`config.mk`:
```
export PLATFORM = sky130hd
export DESIGN_NAME = pcg_ctrl
export DESIGN_NICKNAME = d
export VERILOG_FILES = /design/src/pcg_pkg.sv /design/src/pcg_gate_sel.sv /design/src/pcg_ctrl.sv
export SDC_FILE = /design/constraint.sdc
export NUM_CORES = 1
export LEC_CHECK = 0
export BUFFER_PORTS_ARGS = -buffer_cell sky130_fd_sc_hd__buf_2
export CAP_MARGIN = 20
export CELL_PAD_IN_SITES_DETAIL_PLACEMENT = 0
export CELL_PAD_IN_SITES_GLOBAL_PLACEMENT = 1
export CORE_MARGIN = 2
export CORE_UTILIZATION = 48
export DETAILED_ROUTE_END_ITERATION = 8
export PLACE_DENSITY = 0.88
export SYNTH_ARGS = -nofsm -noshare
export SYNTH_HDL_FRONTEND = slang
export SYNTH_HIERARCHICAL = 1
export SYNTH_SLANG_ARGS = --single-unit
```
`constraint.sdc`:
```
create_clock -name hclk -period 4 [get_ports hclk]
set_input_delay 0.2 -clock hclk [delete_from_list [all_inputs] [get_ports hclk]]
set_output_delay 0.2 -clock hclk [all_outputs]
set_load 0.005 [all_outputs]
```
`src/pcg_pkg.sv`:
```
`default_nettype none
package pcg_pkg;
   // register byte offsets inside the system control window
   localparam logic [11:0] PCG_RUN0_OFS = 12'h100;
   localparam logic [11:0] PCG_RUN1_OFS = 12'h104;
   localparam logic [11:0] PCG_SLP0_OFS = 12'h110;
   localparam logic [11:0] PCG_SLP1_OFS = 12'h114;
   localparam logic [11:0] PCG_DEEP0_OFS = 12'h120;
   localparam logic [11:0] PCG_DEEP1_OFS = 12'h124;
   localparam logic [11:0] PCG_CFG_OFS = 12'h130;
   localparam logic [11:0] PCG_STAT_OFS = 12'h140;
   localparam logic [11:0] PCG_MASK_OFS = 12'h144;

   // writable bits; everything else is reserved and reads as zero
   localparam logic [31:0] PCG_SET0_WMASK = 32'h01110348;
   localparam logic [31:0] PCG_DEEP0_WMASK = 32'h01110048;
   localparam logic [31:0] PCG_SET1_WMASK = 32'h010f1313;
   localparam logic [31:0] PCG_CFG_WMASK = 32'h00000001;
   localparam logic [31:0] PCG_IRQ_WMASK = 32'h00000003;

   // reset values
   localparam logic [31:0] PCG_SET0_RST = 32'h00000040;
   localparam logic [31:0] PCG_SET1_RST = 32'h00000000;
   localparam logic [31:0] PCG_CFG_RST = 32'h00000000;
   localparam logic [31:0] PCG_IRQ_RST = 32'h00000000;

   // set-0 unit positions
   localparam int PCG_CAN_BIT = 24;
   localparam int PCG_PWM_BIT = 20;
   localparam int PCG_ADC_BIT = 16;
   localparam int PCG_SPD_LSB = 8;
   localparam int PCG_BATT_BIT = 6;
   localparam int PCG_WDOG_BIT = 3;
   // set-1 unit positions
   localparam int PCG_CMP_ZERO_BIT = 24;
   localparam int PCG_TMR3_BIT = 19;
   localparam int PCG_TMR2_BIT = 18;
   localparam int PCG_TMR1_BIT = 17;
   localparam int PCG_TMR0_BIT = 16;
   localparam int PCG_TWI_BIT = 12;
   localparam int PCG_SER1_BIT = 1;
   localparam int PCG_SER0_BIT = 0;
   // own control and status positions
   localparam int PCG_AUTO_GATE_BIT = 0;
   localparam int PCG_ST_FAULT_BIT = 0;
   localparam int PCG_ST_MODE_BIT = 1;

   // converter sample speed codes
   localparam logic [1:0] PCG_SPD_500K = 2'h2;
   localparam logic [1:0] PCG_SPD_250K = 2'h1;
   localparam logic [1:0] PCG_SPD_125K = 2'h0;

   typedef enum logic [1:0] {PCG_MODE_RUN, PCG_MODE_SLEEP, PCG_MODE_DEEP} pcg_mode_type;

   // pick one gating bit out of a register image
   function automatic logic pcg_bit_of(input logic [31:0] v, input logic [4:0] idx);
      pcg_bit_of = v[idx];
   endfunction
endpackage
`default_nettype wire

```
`src/pcg_gate_sel.sv`:
```
`timescale 1ns/100ps
`default_nettype none
module pcg_gate_sel
   import pcg_pkg::*;
(
   input wire pcg_pkg::pcg_mode_type mode,
   input wire logic auto_sel,
   input wire logic [31:0] run_val,
   input wire logic [31:0] sleep_val,
   input wire logic [31:0] deep_val,
   output logic [31:0] eff_val
);
   // without automatic gating the run copy rules every mode
   always_comb
   begin
      eff_val = run_val;
      if (auto_sel)
      begin
         unique case (mode)
            PCG_MODE_RUN: eff_val = run_val;
            PCG_MODE_SLEEP: eff_val = sleep_val;
            PCG_MODE_DEEP: eff_val = deep_val;
            default: eff_val = run_val;
         endcase
      end
   end
endmodule
`default_nettype wire

```
`src/pcg_ctrl.sv`:
```
// Functional notes
// - gating bit 1 clocks its unit; 0 leaves it unclocked and disabled
// - access to an unclocked unit gets a bus fault, not completion
// - gating bits reset to 0 unless documented otherwise
// - battery-domain bit 6 of set-0 resets to 1, register reset 0x40
// - separate run, sleep and deep-sleep copies of each gating register
// - sleep and deep copies apply only with automatic gating set
// - set-0: bus controller bit 24, motor PWM bit 20, converter bit 16
// - set-0 bit 3 gates the watchdog; access while unclocked faults
// - set-0 bits 9:8 pick converter rate: 2=500K, 1=250K, 0=125K
// - reserved bits read-only zero; software preserves them
// - set-1 bit 24 gates comparator 0; unclocked access faults
// - set-1 bit 19 gates timer 3; run set-1 resets to zero
// - set-1 bits 18,17,16 gate timers 2,1,0, reset 0
// - set-1 bit 12 two-wire unit, bits 1 and 0 serial ports
`timescale 1ns/100ps
`default_nettype none
module pcg_ctrl
   import pcg_pkg::*;
(
   input wire logic hclk,
   input wire logic hresetn,
   input wire logic hsel,
   input wire logic [31:0] haddr,
   input wire logic [1:0] htrans,
   input wire logic hwrite,
   input wire logic [2:0] hsize,
   input wire logic [31:0] hwdata,
   input wire logic hready,
   output logic hreadyout,
   output logic hresp,
   output logic [31:0] hrdata,
   input wire pcg_pkg::pcg_mode_type pwr_mode,
   input wire logic unit_req,
   input wire logic unit_req_set,
   input wire logic [4:0] unit_req_bit,
   output logic unit_fault,
   output logic unit_ok,
   output logic [31:0] unit_clk_en0,
   output logic [31:0] unit_clk_en1,
   output logic [1:0] conv_speed,
   output logic irq
);
   import pcg_pkg::*;

   logic [31:0] run0_r, run1_r, slp0_r, slp1_r, deep0_r, deep1_r;
   logic [31:0] cfg_r, stat_r, mask_r;
   logic [31:0] eff0, eff1, rd_mux;
   logic wr_pend_r, rd_pend_r, hready_r, fault_r, ok_r, irq_r;
   logic [11:0] wr_ofs_r, rd_ofs_r;
   logic [31:0] hrdata_r, en0_r, en1_r;
   logic [1:0] spd_r;
   pcg_mode_type mode_q_r;
   logic addr_ok, rd_take, wr_take, stat_clr, ev_fault, ev_mode, req_gated;

   // transfers of any size are decoded; hsize is accepted as word
   assign addr_ok = hsel && hready && htrans[1];
   assign rd_take = addr_ok && !hwrite;
   assign wr_take = addr_ok && hwrite;

   // write address phase captured, data lands one cycle later
   always_ff @(posedge hclk or negedge hresetn)
   begin
      if (!hresetn)
      begin
         wr_pend_r <= 1'b0;
         wr_ofs_r <= 12'h000;
      end
      else
      begin
         wr_pend_r <= wr_take;
         if (wr_take)
            wr_ofs_r <= haddr[11:0];
      end
   end

   // reads insert one wait state so a preceding write is already visible
   always_ff @(posedge hclk or negedge hresetn)
   begin
      if (!hresetn)
      begin
         rd_pend_r <= 1'b0;
         rd_ofs_r <= 12'h000;
         hready_r <= 1'b1;
      end
      else
      begin
         rd_pend_r <= rd_take;
         hready_r <= !rd_take;
         if (rd_take)
            rd_ofs_r <= haddr[11:0];
      end
   end

   // read mux; unmapped offsets answer zero
   always_comb
   begin
      unique case (rd_ofs_r)
         PCG_RUN0_OFS: rd_mux = run0_r;
         PCG_RUN1_OFS: rd_mux = run1_r;
         PCG_SLP0_OFS: rd_mux = slp0_r;
         PCG_SLP1_OFS: rd_mux = slp1_r;
         PCG_DEEP0_OFS: rd_mux = deep0_r;
         PCG_DEEP1_OFS: rd_mux = deep1_r;
         PCG_CFG_OFS: rd_mux = cfg_r;
         PCG_STAT_OFS: rd_mux = stat_r;
         PCG_MASK_OFS: rd_mux = mask_r;
         default: rd_mux = 32'h00000000;
      endcase
   end

   always_ff @(posedge hclk or negedge hresetn)
   begin
      if (!hresetn)
         hrdata_r <= 32'h00000000;
      else if (rd_pend_r)
         hrdata_r <= rd_mux;
   end

   // gating copies, reserved bits held at zero
   always_ff @(posedge hclk or negedge hresetn)
   begin
      if (!hresetn)
      begin
         run0_r <= PCG_SET0_RST;
         slp0_r <= PCG_SET0_RST;
         deep0_r <= PCG_SET0_RST;
         run1_r <= PCG_SET1_RST;
         slp1_r <= PCG_SET1_RST;
         deep1_r <= PCG_SET1_RST;
      end
      else if (wr_pend_r)
      begin
         unique case (wr_ofs_r)
            PCG_RUN0_OFS: run0_r <= hwdata & PCG_SET0_WMASK;
            PCG_SLP0_OFS: slp0_r <= hwdata & PCG_SET0_WMASK;
            PCG_DEEP0_OFS: deep0_r <= hwdata & PCG_DEEP0_WMASK;
            PCG_RUN1_OFS: run1_r <= hwdata & PCG_SET1_WMASK;
            PCG_SLP1_OFS: slp1_r <= hwdata & PCG_SET1_WMASK;
            PCG_DEEP1_OFS: deep1_r <= hwdata & PCG_SET1_WMASK;
            default:
            begin
            end
         endcase
      end
   end

   // configuration (automatic gating select) and interrupt mask
   always_ff @(posedge hclk or negedge hresetn)
   begin
      if (!hresetn)
      begin
         cfg_r <= PCG_CFG_RST;
         mask_r <= PCG_IRQ_RST;
      end
      else if (wr_pend_r)
      begin
         if (wr_ofs_r == PCG_CFG_OFS)
            cfg_r <= hwdata & PCG_CFG_WMASK;
         if (wr_ofs_r == PCG_MASK_OFS)
            mask_r <= hwdata & PCG_IRQ_WMASK;
      end
   end

   // effective copy chosen from power mode and auto select
   pcg_gate_sel u_sel0 (
      .mode(pwr_mode),
      .auto_sel(cfg_r[PCG_AUTO_GATE_BIT]),
      .run_val(run0_r),
      .sleep_val(slp0_r),
      .deep_val(deep0_r),
      .eff_val(eff0)
   );

   pcg_gate_sel u_sel1 (
      .mode(pwr_mode),
      .auto_sel(cfg_r[PCG_AUTO_GATE_BIT]),
      .run_val(run1_r),
      .sleep_val(slp1_r),
      .deep_val(deep1_r),
      .eff_val(eff1)
   );

   // unit clock enables; speed field masked out
   always_ff @(posedge hclk or negedge hresetn)
   begin
      if (!hresetn)
      begin
         en0_r <= PCG_SET0_RST;
         en1_r <= PCG_SET1_RST;
         spd_r <= PCG_SPD_125K;
      end
      else
      begin
         en0_r <= eff0 & ~(32'h00000003 << PCG_SPD_LSB);
         en1_r <= eff1;
         // rate field; deep copy has none so it falls to lowest rate
         spd_r <= eff0[PCG_SPD_LSB +: 2];
      end
   end

   assign req_gated = unit_req_set ? !pcg_bit_of(eff1, unit_req_bit)
                                   : !pcg_bit_of(eff0, unit_req_bit);

   always_ff @(posedge hclk or negedge hresetn)
   begin
      if (!hresetn)
      begin
         fault_r <= 1'b0;
         ok_r <= 1'b0;
      end
      else
      begin
         fault_r <= unit_req && req_gated;
         ok_r <= unit_req && !req_gated;
      end
   end

   // sticky events; set wins over the clear done by a status read
   assign ev_fault = unit_req && req_gated;
   assign ev_mode = pwr_mode != mode_q_r;
   assign stat_clr = rd_pend_r && (rd_ofs_r == PCG_STAT_OFS);

   always_ff @(posedge hclk or negedge hresetn)
   begin
      if (!hresetn)
      begin
         stat_r <= PCG_IRQ_RST;
         mode_q_r <= PCG_MODE_RUN;
      end
      else
      begin
         mode_q_r <= pwr_mode;
         if (stat_clr)
            stat_r <= 32'h00000000;
         if (ev_fault)
            stat_r[PCG_ST_FAULT_BIT] <= 1'b1;
         if (ev_mode)
            stat_r[PCG_ST_MODE_BIT] <= 1'b1;
      end
   end

   // level interrupt, one cycle behind the status bits
   always_ff @(posedge hclk or negedge hresetn)
   begin
      if (!hresetn)
         irq_r <= 1'b0;
      else
         irq_r <= |(stat_r & mask_r);
   end

   assign hreadyout = hready_r;
   assign hresp = 1'b0;
   assign hrdata = hrdata_r;
   assign unit_fault = fault_r;
   assign unit_ok = ok_r;
   assign unit_clk_en0 = en0_r;
   assign unit_clk_en1 = en1_r;
   assign conv_speed = spd_r;
   assign irq = irq_r;
endmodule
`default_nettype wire

```
; ---- Word level (Yosys, flattened, before mapping)
; Index checks and enable logic that the tools add are counted.
[totals]
ff_bits = 185
inputBits = 83
out_inout_bits = 103
wordCells = 81
[op_classes]
order_cmp = 1
eq_ne = 20
mux = 13
bitwise = 1
n_reduce_logical = 23
[op_table]
columns = cell, count
row1 = one-hot mux 25 bit (9 select lines), 1
row2 = equality test 12 x 9 -> 1 bit (second input constant), 17
row3 = one-hot mux 25 bit (2 select lines), 2
row4 = 2-to-1 mux 32 bit, 2
row5 = OR reduction 32 bit, 1
row6 = AND reduction 2 bit, 8
row7 = binary-select mux 1 bit (select 5 bit), 2
row8 = logical AND 1 bit, 7
row9 = less-than comparator 5 x 6 -> 1 bit (second input constant), 1
row10 = logical NOT 1 bit, 5
row11 = 2-to-1 mux 1 bit, 5
row12 = nonzero test 2 bit, 2
row13 = AND 2 bit, 1
row14 = equality test 2 x 1 -> 1 bit (second input constant), 1
row15 = equality test 2 bit (second input constant), 1
row16 = 2-to-1 mux 2 bit, 1
row17 = inequality test 2 bit, 1

; ---- Logic depth before layout (Yosys ltp)
; Gate-level depths: netlist of the first run.
[depth]
word_depth = 9
ltp_mapped = 11
mapped_depth_nobuf = 9

; ---- Cells and area by module
; The synthesis of the first run kept the hierarchy.
[by_module_without_submodules]
columns = mod, n_inst, cells_per_inst, area_per_inst_um2, seq_area_each_um2
row1 = pcg_ctrl, 1, 521, 6755.2, 4185.3
row2 = pcg_gate_sel, 2, 79, 922.1, 0.0

; ---- Worst setup path after synthesis of the first run
; OpenSTA, ideal clock, no wires.
[synth_timing]
kind = in2reg
start = in pwr_mode[0]
end = reg stat_r[0]
setup_time_ns = 0.063
arrival_time_ns = 2.301
required_time_ns = 3.937
path_slack_ns = 1.636
cell_stages = 11
n_path_buf = 2
path_cell_list = inv_1 -> ha_1 -> nor2b_4 -> buf_6 -> buf_12 -> mux2_4 -> mux4_2 -> mux2i_1 -> o221ai_1 -> a32oi_1 -> a21bo_2
[synth_between]
elab_chain_cells = 9
word_cells_on_any_way = 16
cone_classes = eq/ne (2) / mux (10) / reduce/logical (4)
[synth_lines]
columns = item, line_no
row1 = start: declaration, pcg_ctrl.sv:33  ; input wire pcg_pkg::pcg_mode_type pwr_mode,
row2 = equality test 2 bit or equality test 2 x 1 -> 1 bit (tied branches), pcg_gate_sel.sv:19  ; unique case (mode)
row3 = one-hot mux 25 bit (2 select lines) *, pcg_gate_sel.sv:19
row4 = 2-to-1 mux 32 bit *, pcg_gate_sel.sv:17  ; if (auto_sel)
row5 = named net eff1[4], pcg_ctrl.sv:48  ; logic [31:0] eff0, eff1, rd_mux;
row6 = binary-select mux 1 bit (select 5 bit) *, pcg_pkg.sv:57  ; pcg_bit_of = v[idx];
row7 = 2-to-1 mux 1 bit (not written as such) *, pcg_pkg.sv:57
row8 = logical NOT 1 bit *, pcg_ctrl.sv:202  ; assign req_gated = unit_req_set ? !pcg_bit_of(eff1, unit_req_bit)
row9 = 2-to-1 mux 1 bit *, pcg_ctrl.sv:202
row10 = logical AND 1 bit *, pcg_ctrl.sv:220  ; assign ev_fault = unit_req && req_gated;
row11 = 2-to-1 mux 1 bit or nonzero test 2 bit (tied branches), -
row12 = end signal: assignment, pcg_ctrl.sv:235  ; stat_r <= 32'h00000000;
row13 = end signal: indexed assignment, pcg_ctrl.sv:237  ; stat_r[PCG_ST_FAULT_BIT] <= 1'b1;
row14 = end signal: indexed assignment, pcg_ctrl.sv:239  ; stat_r[PCG_ST_MODE_BIT] <= 1'b1;
row15 = end: declaration, pcg_ctrl.sv:47  ; logic [31:0] cfg_r, stat_r, mask_r;
; Mark *: on every way through the listed nets, which the timed path passes. The rest lies on a longest branch. The select of a mux whose other input is x is not followed.
; A chain may end at the register's enable or synchronous reset.

; ---- Worst setup path in the final report of the first run
[layout_timing]
start = in pwr_mode[0]
end = reg stat_r[0]
[layout_between]
elab_chain_cells = 9
word_cells_on_any_way = 16
cone_classes = eq/ne (2) / mux (10) / reduce/logical (4)
[layout_lines]
columns = item, line_no
row1 = equality test 2 bit or equality test 2 x 1 -> 1 bit (tied branches), pcg_gate_sel.sv:19
row2 = one-hot mux 25 bit (2 select lines) *, pcg_gate_sel.sv:19
row3 = 2-to-1 mux 32 bit *, pcg_gate_sel.sv:17
row4 = named net eff0[9], pcg_ctrl.sv:48
row5 = binary-select mux 1 bit (select 5 bit) *, pcg_pkg.sv:57
row6 = 2-to-1 mux 1 bit (not written as such) *, pcg_pkg.sv:57
row7 = logical NOT 1 bit *, pcg_ctrl.sv:203  ; : !pcg_bit_of(eff0, unit_req_bit);
row8 = 2-to-1 mux 1 bit *, pcg_ctrl.sv:202
row9 = logical AND 1 bit *, pcg_ctrl.sv:220
row10 = 2-to-1 mux 1 bit or nonzero test 2 bit (tied branches), -
; Marked as above.

==> key figures, run 1 <==
Run status
  • Status: completed

Timing
  • Slew Viols, Final: 0
  • Final setup margin: 825 ps
  • Final setup viols: 0
  • RSZ-0062 raised after global routing: false
  • Worst Tran Pin Value: 886 ps
  • Final Hold Fails: 0
  • Crit share post-route: 79.4%
  • Slew headroom: 41.0%
  • Setup tns final: 0 ps
  • Clock Skew: 8.14 ps
  • Min Tclk post-route: 3170 ps
  • Fmax: 315 MHz

Logic synthesis
  • Multiplexer share of the synthesized area: 24.8%
  • Synth Register Bits: 167
  • Main flop type after synthesis: dfrtp_1
  • Cells after synthesis: 679
  • Synth warnings: 6
  • Syn Area/Cell: 12.7 um2
  • Main combinational cell family by area after synthesis: multiplexers
  • Post-Synth XOR/XNOR Area: 0.204%
  • Share of synthesized area occupied by flip-flops and latches: 48.7%
  • Synthesized area: 0.00860 mm2
  • Compound-Gate Fraction of Synth Area: 11.0%
  • Synth Area in Simple Gates: 8.06%
  • Fraction of registers with async set/reset: 100%
  • Post-synth EDFFs: 0
  • Post-synth cell types: 54
  • Synth Area in Adders: 0.582%

Setup path
  • Critical Path Sink Type: register
  • CP max FO: 16
  • WP data arrival: 3550 ps
  • Crit path buf inv count: 3
  • CP Cell Sequence: dlygate4sd3_1 > buf_2 > inv_1 > ha_1 > nor2b_4 > mux2_4 > mux4_2 > mux2i_1 > a221oi_1 > a32oi_1 > a21bo_2
  • Delay-heaviest family, CP: multiplexers
  • CP Launch Type: input pin
  • Critical path class: input pin to register
  • Slowest stage delay, CP: 570 ps
  • Setup slack on the worst flop-to-flop path: 1260 ps
  • Crit-path slowest cell: dlygate4sd3_1
  • CP required: 4380 ps

Floorplan
  • I/O pin count: 186
  • Die height: 138 um
  • Starting Density: 49.4%
  • Die Span X: 138 um
  • Die area: 0.0190 mm2
  • Core Area: 0.0174 mm2
  • # rows: 48

Global route
  • Met1 Use GR: 28.0%
  • First-pass GRT wire length: 30.5 mm
  • All-Layer GR Usage: 21.1%
  • Met2 GRT Util: 34.2%
  • GR peak layer: met2
  • Initial antenna violation count: 3
  • Vias in the first global route: 5794
  • Congestion Overflow GR: 0
  • Pin count of the biggest net entering global routing: 96
  • Met3 GRT Util: 4.79%

CTS
  • Clock Tree Buf Depth: 2
  • CTS tree: yes
  • Clock Latency Late Sink: 430 ps
  • Clock root buffer: clkbuf_16
  • CTS sink count: 167
  • Clk pin slew, worst setup/hold paths: 60 ps
  • Maximum level of the CTS H-tree: 4
  • Post-CTS sizing: 0
  • Num CTS Buffers: 17

Pwr
  • Pwr/cell area: 406 mW/mm2
  • Total chip power: 4.25 mW
  • Worst vdd ir: 0.325 mV
  • Leakage: 5.33 nW

Min path
  • Worst hold path class: input pin to register

Route
  • Avg WL per Cell: 16.2 um
  • WL final: 19.2 mm
  • Drt via density: 4.97
  • Via Count: 5882
  • DR DRC count: 0
  • Initial DRT Pass Iterations: 4
  • 1st-iter DRT viols: 343
  • Routed Antenna Nets: 0

Placed design
  • # port buffers: 122
  • GPL Wtd Cong: 0.797
  • Dpl ws: 967 ps
  • DPL Wire Length: 13.6 mm

Final layout
  • Commonest non-fill, non-tap cell in the layout: dfrtp_1
  • Most frequent cells in the layout: dfrtp_1 (162), conb_1 (161), buf_2 (121), nand2_1 (85), mux2_4 (62)
  • Layout cells sized above 1: 33.3%
  • Area Overhead vs Synth: 21.9%
  • Post-layout nets: 1031

Flow run
  • # Max-Cap Violations: 0
cells in the mapped netlist, drive strengths merged (10+ instances only):
master | n | share of area [%]
a21oi | 11 | 0.64
a22o | 65 | 6.7
buf | 54 | 5.4
clkbuf | 10 | 0.44
dfrtp | 162 | 47
inv | 17 | 0.74
mux2 | 122 | 19
mux2i | 21 | 2.4
mux4 | 14 | 3.7
nand2 | 85 | 3.7
nand3 | 10 | 0.58
nor2 | 18 | 0.79
o21ai | 20 | 1.2
power by group:
group	internal, mW	leakage (nW)	switching (mW)
combinational	0.303	2.91	0.343
sequential	1.81	2.13	0.0789
clock	1.05	0.299	0.667
total	3.17	5.33	1.09
registers in the layout (all words and copies together) (netlist names), 2 cells and up:
register      count
run1_r           11
deep1_r          11
mode_q_r          2
conv_speed        2
unit_clk_en0     30
unit_clk_en1     32
slp1_r           11
wr_ofs_r         12
slp0_r            7
stat_r            2
deep0_r           5
mask_r            2
rd_ofs_r         12
hrdata           14
run0_r            7
what timing repair did:
item                      CTS  global route
buffers inserted            0             0
hold endpoints to repair  120             0
hold buffers               16             0
path summary, 6_finish.rpt:
| kind | from | to | depth (start not counted) |
|---|---|---|---|
| worst max-delay path | pwr_mode[0] | stat_r[0]$_DFFE_PN0P_ | 11 |
| worst min-delay path | hwdata[12] | deep1_r[12]$_DFFE_PN0P_ | 2 |
| worst max register to register | cfg_r[0]$_DFFE_PN0P_ | stat_r[0]$_DFFE_PN0P_ | 7 |
| worst min register to register | rd_ofs_r[11]$_DFFE_PN0P_ | rd_ofs_r[11]$_DFFE_PN0P_ | 2 |
| max in group asynchronous | hresetn | unit_clk_en0[6]$_DFF_PN1_ | 3 |
| min in group asynchronous | hresetn | unit_clk_en1[2]$_DFF_PN0_ | 2 |
kinds of logic (layout without fill, tap and decap cells):
| logic type | count (synthesis) | count (layout) |
|---|---|---|
| xor gates and xnor gates | 2 | 2 |
| and+or+nand+nor | 143 | 143 |
| buffers and inverters | 82 | 200 |
| muxes | 157 | 157 |
| other | 1 | 162 |
| adders and majority gates | 4 | 4 |
| AOI/OAI and AO/OA | 123 | 123 |
| DFF | 167 | 167 |
worst reg2reg max path, stage by stage, from the launching register on:
cell      delay (ps)
dfrtp_1          410
nor2b_4          600
mux2_4           400
mux4_2           460
mux2i_1          230
a221oi_1         110
a32oi_1          290
a21bo_2          180
layer usage:
| layer | part of all wire, % | vias to the layer above |
|---|---|---|
| li1 | - | 2817 |
| met2 | 49 | 164 |
| met4 | 1.3 | 4 |
| met3 | 6.1 | 25 |
| met5 | 0.14 | - |
| met1 | 44 | 2872 |
cell type report:
cell class	instances	area [um2]
Tap cell	225	282
Clock buffer	22	484
Antenna cell	1	2.50
Sequential cell	167	4190
Inverter	18	67.6
Timing Repair Buffer	150	867
Multi-Input combinational cell	590	4450
Clock inverter	10	144
Fill cell	1471	6940
stage by stage:
step           std cells  util [%]  area (um2)  hold slack [ps]
3_5_place_dp        1134      55.6        9690              345
6_report            1183      60.2       10500             22.7
4_1_cts             1182      60.2       10500             10.2
2_1_floorplan        839         -        9200            -95.6
5_1_grt             1182      60.2       10500             26.8
3_3_place_gp        1134      55.6        9690              338
Note: power is estimated with default switching activity, not from simulation.
==> run 2: changes to the inputs <==
CORE_UTILIZATION = 40   (was 48)
PLACE_DENSITY = 0.78   (was 0.88)
clock period = 2.6 ns   (was 4 ns; I/O delays follow)
==> key figures, run 2 (same netlist as run 1, synthesis figures left out) <==
CTS
  • Num CTS Buffers: 17
  • Clock Tree Buf Depth: 2
  • Clock root buffer: clkbuf_16
  • Maximum level of the CTS H-tree: 4
  • CTS sink count: 167
  • Clk pin slew, worst setup/hold paths: 60 ps
  • CTS tree: yes
  • Setup bufs post-CTS: 0
  • Clock Latency Late Sink: 430 ps

Timing
  • Slew headroom: 54.6%
  • Slew Viols, Final: 0
  • Clock Skew: 14.2 ps
  • Worst Tran Pin Value: 676 ps
  • Min Tclk post-route: 2430 ps
  • Fmax: 411 MHz
  • Final setup margin: 169 ps
  • Crit share post-route: 93.5%
  • Final setup viols: 0
  • RSZ-0062 raised after global routing: false
  • Final Hold Fails: 0

Final layout
  • Max reg flops: 32
  • Post-layout nets: 1070
  • Most frequent cells in the layout: conb_1 (161), dfrtp_1 (161), buf_2 (121), nand2_1 (85), mux2_4 (62)
  • Diodes inserted: 0
  • Layout cells sized above 1: 35.1%
  • Area Overhead vs Synth: 26.3%
  • Finished Layout Cells: 1271

Global route
  • Vias in the first global route: 5967
  • All-Layer GR Usage: 18.6%
  • Congestion Overflow GR: 0
  • First-pass GRT wire length: 32.1 mm
  • Initial antenna violation count: 1
  • Pin count of the biggest net entering global routing: 58

Setup path
  • Slowest stage delay, CP: 450 ps
  • Crit-path slowest cell: mux4_2
  • CP Launch Type: register
  • Critical Path Sink Type: register
  • CP required: 2960 ps
  • Critical path class: register to register
  • WP data arrival: 2790 ps
  • CP max FO: 9
  • CP Cell Sequence: nor2b_4 > buf_12 > mux2_4 > mux4_2 > mux2i_1 > o221ai_1 > a32oi_2 > and2_1

Placed design
  • DPL Wire Length: 14.8 mm
  • Placed cells: 1213
  • # port buffers: 122
  • GPL Wtd Cong: 0.812
  • Dpl ws: -64.7 ps

Route
  • 1st-iter DRT viols: 274
  • Via Count: 5961
  • DR DRC count: 0
  • WL final: 20.2 mm
  • Routed Antenna Nets: 0
  • Initial DRT Pass Iterations: 4
  • Drt via density: 4.69
  • Avg WL per Cell: 15.9 um

Pwr
  • Worst vdd ir: 0.453 mV
  • Pwr/cell area: 588 mW/mm2
  • Leakage: 5.52 nW
  • Total chip power: 6.38 mW

Floorplan
  • Die Span X: 151 um
  • Core Area: 0.0211 mm2
  • Die area: 0.0227 mm2
  • I/O pin count: 186
  • # rows: 53
  • Starting Density: 40.8%
  • Die height: 151 um

Flow run
  • # Max-Cap Violations: 0

Run status
  • Status: completed

Min path
  • Worst hold path class: input pin to register
-- run 2: cell count changes in the layout (fill, tap and decap cells not counted) --
cell,change
a32oi_1,-1
a32oi_2,+1
buf_12,+5
buf_4,+24
bufinv_16,-2
clkbuf_8,-2
clkinv_2,+5
clkinvlp_4,-2
dfrtp_1,-1
dfrtp_2,+1
diode_2,-1
dlygate4sd3_1,+10
inv_6,+1
-- run 2: layer usage --
metal / track usage, % / share of wire [%]
met1: 24.3 / 45
met2: 30.6 / 48
met3: 3.76 / 4.7
met4: 6.73 / 2.0
met5: 0 / 0
-- run 2: worst paths after layout --
kind	from	to	slack [ps]	depth (start not counted)
setup reg to reg	cfg_r[0]$_DFFE_PN0P_	unit_fault$_DFF_PN0_	170	8
min in group asynchronous	hresetn	hrdata[9]$_DFFE_PN0P_	250	2
setup / recovery	cfg_r[0]$_DFFE_PN0P_	unit_fault$_DFF_PN0_	170	8
hold / removal	hwdata[9]	slp1_r[9]$_DFFE_PN0P_	10	2
max in group asynchronous	hresetn	unit_clk_en0[31]$_DFF_PN0_	1560	3
hold reg to reg	rd_ofs_r[0]$_DFFE_PN0P_	rd_ofs_r[0]$_DFFE_PN0P_	480	2
-- run 2: repair_timing --
action,in CTS,in global routing
hold buffers,26,0
setup endpoints to repair,0,3
hold endpoints to repair,114,0
resized for setup,0,2
-- run 2: cell type report --
type                       instances  area, um2
inverter                          18       67.6
multi-input combinational        590       4450
timing repair buffer             189       1250
tap                              275        344
sequential                       167       4190
clock inverter                    12        103
clock buffer                      20        457
fill                            1922      10200
-- run 2: per-stage QoR --
| step | utilization, % | cell area (um2) | hold WS, ps | setup TNS, ps |
|---|---|---|---|---|
| after floorplan | - | 9200 | -166 | 0 |
| after global placement | 47.6 | 10000 | 145 | -48.5 |
| after detailed placement | 47.6 | 10000 | 150 | -141 |
| after CTS | 51.5 | 10900 | 13.9 | 0 |
| after global routing | 51.5 | 10900 | 19.5 | 0 |
| final | 51.5 | 10900 | 14.3 | 0 |
-- run 2: report_power, final --
part | switching (mW) | leakage [nW] | internal, mW
Clock | 1.03 | 0.280 | 1.36
Combinational | 0.535 | 3.11 | 0.526
Sequential | 0.135 | 2.13 | 2.79
Total | 1.70 | 5.52 | 4.68
-- run 2: critical path, delay by kind of cell, from the launching register on --
family | cells | cell delay (ps)
mux | 3 | 960
buf+inv | 1 | 150
compound gates | 2 | 450
simple gates | 2 | 380
flops | 1 | 420
